File: config.mk
export PLATFORM = sky130hd
export DESIGN_NAME = eeprom_write_ctrl
export DESIGN_NICKNAME = d
export VERILOG_FILES = /design/src/rtl/eeprom_pkg.sv /design/src/rtl/pin_sync.sv /design/src/rtl/eeprom_write_ctrl.sv
export SDC_FILE = /design/constraint.sdc
export NUM_CORES = 1
export LEC_CHECK = 0
export BUFFER_PORTS_ARGS = -buffer_cell sky130_fd_sc_hd__buf_2
export CORE_MARGIN = 2
export CORE_UTILIZATION = 33
export CTS_CLUSTER_SIZE = 8
export DETAILED_ROUTE_END_ITERATION = 8
export GPL_TIMING_DRIVEN = 0
export HOLD_SLACK_MARGIN = 0.1
export PLACE_DENSITY = 0.54
export RECOVER_POWER = 100
export SETUP_SLACK_MARGIN = 0.2
export SLEW_MARGIN = 5
export SYNTH_ARGS = -nofsm -noshare
export SYNTH_HDL_FRONTEND = slang
export SYNTH_SLANG_ARGS = --single-unit
File: constraint.sdc
create_clock -name clock -period 6.2 [get_ports clock]
set_input_delay 0.31 -clock clock [delete_from_list [all_inputs] [get_ports clock]]
set_output_delay 0.31 -clock clock [all_outputs]
set_load 0.03 [all_outputs]
File: src/rtl/eeprom_pkg.sv
// constants for the serial nonvolatile memory write and hold logic
package eeprom_pkg;
  localparam int clock_hz = 50000000;
  // opcodes, most significant bit first
  localparam logic [7:0] op_latch_set = 8'h06;
  localparam logic [7:0] op_latch_clear = 8'h04;
  localparam logic [7:0] op_status_read = 8'h05;
  localparam logic [7:0] op_status_write = 8'h01;
  localparam logic [7:0] op_array_read = 8'h03;
  localparam logic [7:0] op_array_write = 8'h02;
  localparam logic [7:0] op_addr_mask = 8'hf7;
  localparam int addr_opcode_bit = 3;
  // status byte layout
  localparam int busy_bit = 0;
  localparam int latch_bit = 1;
  localparam int protect_lo_bit = 2;
  localparam int protect_hi_bit = 3;
  localparam logic [1:0] protect_reset = 2'h0;
  // page and array geometry
  localparam int page_bytes = 4;
  localparam int addr_width = 9;
  // write cycle time, longest, in microseconds
  localparam int write_time_us = 10000;
  localparam int write_cycles = write_time_us * (clock_hz / 1000000);
endpackage

File: src/rtl/pin_sync.sv
// three-stage input synchroniser for pins
`timescale 1ns/10ps
`default_nettype none
module pin_sync #(
  parameter int width = 1,
  parameter logic [width-1:0] init = '0
) (
  // clock and reset
  input wire logic clock,
  input wire logic rst,
  // pins in, settled value out
  input wire logic [width-1:0] pin,
  output logic [width-1:0] level
);
  logic [width-1:0] stage1;
  logic [width-1:0] stage2;
  logic [width-1:0] stage3;

  always_ff @(posedge clock or posedge rst) begin
    if (rst) begin
      stage1 <= init;
      stage2 <= init;
      stage3 <= init;
      level <= init;
    end else begin
      stage1 <= pin;
      stage2 <= stage1;
      stage3 <= stage2;
      // a bit changes only once second and third stages agree
      for (int i = 0; i < width; i++) begin
        if (stage2[i] == stage3[i]) begin
          level[i] <= stage3[i];
        end
      end
    end
  end
endmodule
`default_nettype wire

File: src/rtl/eeprom_write_ctrl.sv
// serial nonvolatile memory write, status and hold sequencing
`timescale 1ns/10ps
`default_nettype none
module eeprom_write_ctrl #(
  parameter int write_cycles = eeprom_pkg::write_cycles,
  parameter int page_bytes = eeprom_pkg::page_bytes
) (
  // clock and reset (reset stands for power-up)
  input wire logic clock,
  input wire logic rst,
  // serial pins
  input wire logic select_n,
  input wire logic serial_clock,
  input wire logic serial_in,
  input wire logic hold_n,
  input wire logic write_protect_n,
  output logic serial_out,
  output logic serial_out_en,
  // memory array write port, read port
  output logic mem_write,
  output logic [eeprom_pkg::addr_width-1:0] mem_addr,
  output logic [7:0] mem_wdata,
  input wire logic [7:0] mem_rdata,
  // status
  output logic busy_flag,
  output logic latch_flag,
  output logic protect_level_low_bit,
  output logic protect_level_high_bit
);
  if (page_bytes != 4 || write_cycles < 1) begin
    $error("unsupported page size or write time");
  end

  typedef enum {st_idle, st_opcode, st_address, st_data, st_status_data, st_shift_out, st_ignore} state_t;

  localparam int aw = eeprom_pkg::addr_width;

  function automatic logic is_protected(input logic [1:0] level, input logic [aw-1:0] a);
    case (level)
      2'h1: is_protected = (a[8:7] == 2'h3);
      2'h2: is_protected = a[8];
      2'h3: is_protected = 1'b1;
      default: is_protected = 1'b0;
    endcase
  endfunction

  ////////////////////////////////////////////////////////////////////
  // pin sampling
  logic sel_n;
  logic sck;
  logic sdi;
  logic hold_low_n;
  logic wp_n;
  logic sck_d;
  logic sel_d;
  logic armed;

  // select and clock start low: a select held low over power-up gives no falling edge
  pin_sync #(.width(5), .init(5'h03)) u_sync (
    .clock(clock),
    .rst(rst),
    .pin({select_n, serial_clock, serial_in, hold_n, write_protect_n}),
    .level({sel_n, sck, sdi, hold_low_n, wp_n})
  );

  always_ff @(posedge clock or posedge rst) begin
    if (rst) begin
      sck_d <= 1'b0;
      sel_d <= 1'b0;
    end else begin
      sck_d <= sck;
      sel_d <= sel_n;
    end
  end

  // clock edges count only while selected and not held
  wire active = !sel_n && hold_low_n && armed;
  wire sck_rise = active && sck && !sck_d;
  wire sck_fall = active && !sck && sck_d;
  wire sel_fall = sel_d && !sel_n;
  wire sel_rise = !sel_d && sel_n;

  // no instruction accepted until a select falling edge after power-up
  always_ff @(posedge clock or posedge rst) begin
    if (rst) begin
      armed <= 1'b0;
    end else if (sel_fall) begin
      armed <= 1'b1;
    end
  end

  ////////////////////////////////////////////////////////////////////
  // serial shifter and sequencer
  state_t state;
  logic [2:0] bit_count;
  logic [7:0] shift_in;
  logic [7:0] shift_out;
  logic [7:0] opcode;
  logic [aw-1:0] addr;
  logic [1:0] page_offset;
  logic [2:0] byte_count;
  logic byte_done;
  logic [7:0] page_buf [page_bytes];
  logic [3:0] page_valid;
  logic [1:0] protect;
  logic [7:0] status_new;
  logic [7:0] status_byte;
  wire [7:0] rx_byte = {shift_in[6:0], sdi};

  // busy reads with all upper bits set during a write
  assign status_byte = busy_flag ? 8'hff :
    {4'h0, protect[1], protect[0], latch_flag, 1'b0};

  always_ff @(posedge clock or posedge rst) begin
    if (rst) begin
      state <= st_idle;
      bit_count <= 3'h0;
      shift_in <= 8'h00;
      opcode <= 8'h00;
      addr <= '0;
      page_offset <= 2'h0;
      byte_count <= 3'h0;
      byte_done <= 1'b0;
      page_valid <= 4'h0;
      status_new <= 8'h00;
    end else if (sel_n) begin
      state <= st_idle;
      bit_count <= 3'h0;
    end else if (sck_rise) begin
      shift_in <= rx_byte;
      bit_count <= bit_count + 3'h1;
      byte_done <= (bit_count == 3'h7);
      if (bit_count == 3'h7) begin
        case (state)
          st_idle, st_opcode: begin
            opcode <= rx_byte;
            byte_count <= 3'h0;
            page_valid <= 4'h0;
            if ((rx_byte & eeprom_pkg::op_addr_mask) == eeprom_pkg::op_array_write ||
                (rx_byte & eeprom_pkg::op_addr_mask) == eeprom_pkg::op_array_read) begin
              state <= st_address;
            end else if (rx_byte == eeprom_pkg::op_status_write) begin
              state <= st_status_data;
            end else if (rx_byte == eeprom_pkg::op_status_read) begin
              state <= st_shift_out;
            end else begin
              // after latch set or clear the host must deselect
              state <= st_ignore;
            end
          end
          st_address: begin
            addr <= {opcode[eeprom_pkg::addr_opcode_bit], rx_byte};
            page_offset <= rx_byte[1:0];
            state <= (opcode[0]) ? st_shift_out : st_data;
          end
          st_data: begin
            page_buf[page_offset] <= rx_byte;
            page_valid[page_offset] <= 1'b1;
            page_offset <= page_offset + 2'h1;
            if (byte_count != 3'h4) begin
              byte_count <= byte_count + 3'h1;
            end
          end
          st_status_data: begin
            status_new <= rx_byte;
            byte_count <= 3'h1;
            state <= st_ignore;
          end
          // a byte past a latch or status command spoils its commit
          st_ignore: byte_count <= 3'h7;
          default: state <= state;
        endcase
      end
    end else if (sck_fall && state != st_idle && bit_count != 3'h0) begin
      byte_done <= 1'b0; // a following bit has started
    end
  end

  ////////////////////////////////////////////////////////////////////
  // latch, protection and self-timed write
  wire [aw-1:0] page_base = {addr[aw-1:2], 2'h0};
  wire array_commit = sel_rise && (state == st_data) && byte_done && bit_count == 3'h0 && byte_count != 3'h0;
  wire status_commit = sel_rise && opcode == eeprom_pkg::op_status_write && byte_done &&
    bit_count == 3'h0 && byte_count == 3'h1;
  wire allowed = latch_flag && wp_n && !busy_flag && !is_protected(protect, addr);
  wire status_allowed = latch_flag && wp_n && !busy_flag;
  logic [31:0] wait_count;
  logic writing_status;
  logic [2:0] flush;

  always_ff @(posedge clock or posedge rst) begin
    if (rst) begin
      latch_flag <= 1'b0;
      busy_flag <= 1'b0;
      wait_count <= 32'h0;
      writing_status <= 1'b0;
      protect <= eeprom_pkg::protect_reset;
      flush <= 3'h0;
    end else if (busy_flag) begin
      if (wait_count == 32'(write_cycles - 1)) begin
        busy_flag <= 1'b0;
        latch_flag <= 1'b0;
        if (writing_status) begin
          protect <= status_new[eeprom_pkg::protect_hi_bit:eeprom_pkg::protect_lo_bit];
        end
      end
      wait_count <= wait_count + 32'h1;
      if (flush != 3'h4) begin
        flush <= flush + 3'h1;
      end
    end else if (array_commit && allowed) begin
      busy_flag <= 1'b1;
      wait_count <= 32'h0;
      writing_status <= 1'b0;
      flush <= 3'h0;
    end else if (status_commit && status_allowed) begin
      busy_flag <= 1'b1;
      wait_count <= 32'h0;
      writing_status <= 1'b1;
      flush <= 3'h4;
    end else if (sel_rise && byte_done && bit_count == 3'h0 && state == st_ignore &&
                 byte_count == 3'h0) begin
      if (opcode == eeprom_pkg::op_latch_set) begin
        latch_flag <= 1'b1;
      end else if (opcode == eeprom_pkg::op_latch_clear) begin
        latch_flag <= 1'b0;
      end
    end
  end

  // loaded page bytes go to the array one per cycle
  always_ff @(posedge clock or posedge rst) begin
    if (rst) begin
      mem_write <= 1'b0;
      mem_addr <= '0;
      mem_wdata <= 8'h00;
    end else begin
      mem_write <= busy_flag && flush != 3'h4 && page_valid[flush[1:0]];
      mem_addr <= busy_flag ? (page_base | aw'(flush[1:0])) : addr;
      mem_wdata <= page_buf[flush[1:0]];
    end
  end

  ////////////////////////////////////////////////////////////////////
  // serial output, driven on falling clock
  always_ff @(posedge clock or posedge rst) begin
    if (rst) begin
      shift_out <= 8'h00;
      serial_out <= 1'b0;
      serial_out_en <= 1'b0;
      protect_level_low_bit <= 1'b0;
      protect_level_high_bit <= 1'b0;
    end else begin
      protect_level_low_bit <= protect[0];
      protect_level_high_bit <= protect[1];
      serial_out_en <= !sel_n && hold_low_n && state == st_shift_out;
      if (sck_fall && state == st_shift_out) begin
        if (bit_count == 3'h0) begin
          serial_out <= opcode == eeprom_pkg::op_status_read ? status_byte[7] : mem_rdata[7];
          shift_out <= opcode == eeprom_pkg::op_status_read ? {status_byte[6:0], 1'b0} :
            {mem_rdata[6:0], 1'b0};
        end else begin
          serial_out <= shift_out[7];
          shift_out <= {shift_out[6:0], 1'b0};
        end
      end
    end
  end
endmodule
`default_nettype wire

==> results.json <==
{
  "cts_inserted_buffers": 17,
  "clockRootBuffer": "clkbuf_16",
  "h-tree-depth": 4,
  "synth_top_family_by_area": "simple AND/OR/NAND/NOR gates",
  "placement.io_buffers": 38,
  "wl_per_cell_um": 15.8,
  "pwr-share-clk_pct": 45.5,
  "synthTopCellsByCount": "dfrtp_1, o21ai_0, nand3_1",
  "postCtsSetupRepairBufs": 0,
  "ir_worst_vdd_uv": 174,
  "dr.pass1.iters": 4,
  "dr.first_iter.drc_count": 276,
  "drc": 0,
  "synth_area_leaders": "dfrtp_1, edfxtp_1, mux2_2",
  "synth_seq_cells": 166,
  "hold_violations": 0,
  "critical_path_class": "reg -> reg",
  "yosysUniqueCellTypes": 61,
  "wl_mm": 14.1,
  "syn_nets": 568,
  "synth-simple-area-share_pct": 15.6,
  "die_area_um2": 22000,
  "initial_core_util_pct": 33.8,
  "pre_cts_slack_ps": 3720,
  "period_share_pct": 50.5,
  "critical_path.cell_chain": "clkbuf_1 > and3b_1 > nand4b_1 > or3b_1 > clkbuf_1 > nor2_1 > mux2_2",
  "syn_avg_cell_area_um2": 12.7,
  "max_slew.worst_pin.slew_ps": 2550,
  "finalWorstSetupSlack_ps": 3070,
  "die_y_um": 148,
  "slew_viol_final": 55,
  "synth_top_area_share_pct": 45.8,
  "dp_hpwl_mm": 9.72,
  "grt_max_degree": 81,
  "synthAdderAreaFrac_pct": 3.09,
  "grt_pass1_wl_mm": 23.7,
  "antenna_found_initial": 0,
  "yosysMostFrequentCell": "dfrtp_1",
  "grt.total_usage_pct": 13.9,
  "die_w_um": 148,
  "setup_viol": 0,
  "cts_tree": "done",
  "violations": "max-capacitance violations, max-slew violations",
  "synth_ff_type": "dfrtp_1",
  "overflow": 0,
  "first_global_vias": 4571,
  "p_comb_share_pct": 3.5,
  "diodes": 0,
  "worst_ep_arrival_time_ps": 3440,
  "p_leak_nw": 3.33,
  "intPower_mw": 1.86,
  "max_stage_delay_ps": 680,
  "cp_max_fo": 10,
  "coreArea_um2": 20400,
  "nNetsFinal": 632,
  "synth_mux_area_share_pct": 8.32,
  "synth-edff-count": 32,
  "clk_path_buf_depth": 2,
  "max_freq_mhz": 319,
  "vias": 4404,
  "syn_area_um2": 6880,
  "layout-drive-gt1-share_pct": 15.6,
  "routabilityCongestion": 0.771,
  "finalSetupTns_ps": 0,
  "async_flop_share_pct": 80.7,
  "syn_inst": 540,
  "worst_path_most_repeated_cell": "clkbuf_1",
  "clk_pin_slew_ps": 60,
  "cap_violations": 1,
  "fillers": 1936,
  "cellPowerDensity_nw_per_um2": 296,
  "hold_buffers": 6,
  "hold_ws_ps": 208,
  "row_count": 52,
  "period_needed_ps": 3130,
  "avgViaCountPerCell": 4.97,
  "p_sw_mw": 0.519,
  "post_cts_resized": 0,
  "pwr-share-seq_pct": 50.9,
  "power_mw": 2.38,
  "netSwitchingFraction_pct": 21.9,
  "synthXorXnorAreaFrac_pct": 1.02,
  "ioPinCount": 39,
  "cp_slowest_cell": "nor2_1",
  "cp-start-kind": "register",
  "worstPathRequired_ps": 6500,
  "synthToLayoutAreaGrowth_pct": 16.6,
  "clkSinkCount": 166,
  "synth-compound-area-share_pct": 7.12,
  "final_antenna_net_count": 0,
  "end_kind": "register",
  "hold_class": "in -> reg",
  "maxSlewHeadroom_pct": -70.6,
  "fin_skew_ps": 10.6,
  "outcome": "complete, but fails checks",
  "ys_warn_count": 0,
  "yosysTopAreaCell": "dfrtp_1",
  "rsz0062_at_grt": "false",
  "ys_seq_area_share_pct": 62.8,
  "clkLatencyLatePin_ps": 430
}
## per-stage QoR
step | std cells | area [µm²] | utilization (%)
global placement | 848 | 7410 | 36.4
finish | 887 | 8030 | 39.4
CTS | 887 | 8120 | 39.9
global route | 887 | 8030 | 39.4
detailed placement | 849 | 7440 | 36.6
floorplan | 540 | 6880 | -
## state kept, by name (all words and copies together), names as in the netlist, 2 cells and up
register / cells
mem_wdata: 8
wait_count: 32
opcode: 8
shift_out: 7
mem_addr: 9
page_buf: 32
shift_in: 7
u_sync.stage3: 5
addr: 9
u_sync.level: 5
flush: 3
status_new: 2
byte_count: 3
state: 3
u_sync.stage1: 5
u_sync.stage2: 5
page_valid: 4
protect: 2
page_offset: 2
bit_count: 3
## power groups by stage
stage               registers (mW)  logic (mW)  clock network, mW
finish                        1.21      0.0842               1.08
global route                  1.22      0.0951               1.16
CTS                           1.21      0.0894               1.11
detailed placement            1.23      0.0864                  0
global placement              1.23      0.0796                  0
floorplan                     1.20      0.0608                  0
## routing by layer
metal	wire, µm	share of wire, %	track usage [%]	vias up
met5	0	0	0	-
met4	173	1.2	4.95	0
met3	367	2.6	3.80	15
met2	6920	49	22.8	52
met1	6600	47	17.9	2228
li1	-	-	-	2109
## kinds of logic after synthesis
logic type | after synthesis
xor+xnor | 8
simple gates | 190
flops | 166
fa+ha+maj | 18
compound gates | 85
buf+inv | 32
mux | 41
## path summary, 6_finish.rpt
path / slack (ps) / start / end / cells after the start
worst max-delay path: 3070 / u_sync.level[4] / addr[8] / 7
worst min-delay path: 210 / mem_rdata[7] / serial_out / 3
worst max register to register: 3070 / u_sync.level[4] / addr[8] / 7
worst min register to register: 350 / u_sync.stage1[2] / u_sync.stage2[2] / 0
max in group asynchronous: 3790 / rst / u_sync.level[0] / 4
min in group asynchronous: 1180 / rst / opcode[6] / 3
## layout make-up
type / count / area (µm²) / share of cell area [%]
buffer: 20 / 76.3 / 0.951
clock inverter: 8 / 95.1 / 1.18
timing repair buffer: 45 / 246 / 3.07
clock buffer: 24 / 515 / 6.42
inverter: 12 / 46.3 / 0.577
sequential: 166 / 4320 / 53.9
tap: 270 / 338 / 4.21
multi-input combinational: 342 / 2380 / 29.7
## layout by cell type, fill, tap and decap left out, drive strengths merged, types with 7 or more instances in the layout
| master | n |
|---|---|
| a21oi | 22 |
| and2 | 7 |
| buf | 16 |
| clkbuf | 67 |
| dfrtp | 126 |
| dfstp | 8 |
| edfxtp | 32 |
| ha | 13 |
| inv | 10 |
| mux2 | 31 |
| mux4 | 9 |
| nand2 | 33 |
| nand2b | 9 |
| nand3 | 39 |
| nand4 | 15 |
| nor2 | 29 |
| nor3 | 8 |
| nor4 | 9 |
| o21ai | 45 |
## worst max-delay path: cells and delay by family (launching register included)
kind / cells / cell delay, ps
AND/OR/NAND/NOR: 4 / 1850
flip-flops: 1 / 380
buffers and inverters: 2 / 370
multiplexers: 1 / 410
No activity file was read; power rests on OpenSTA's default activity.
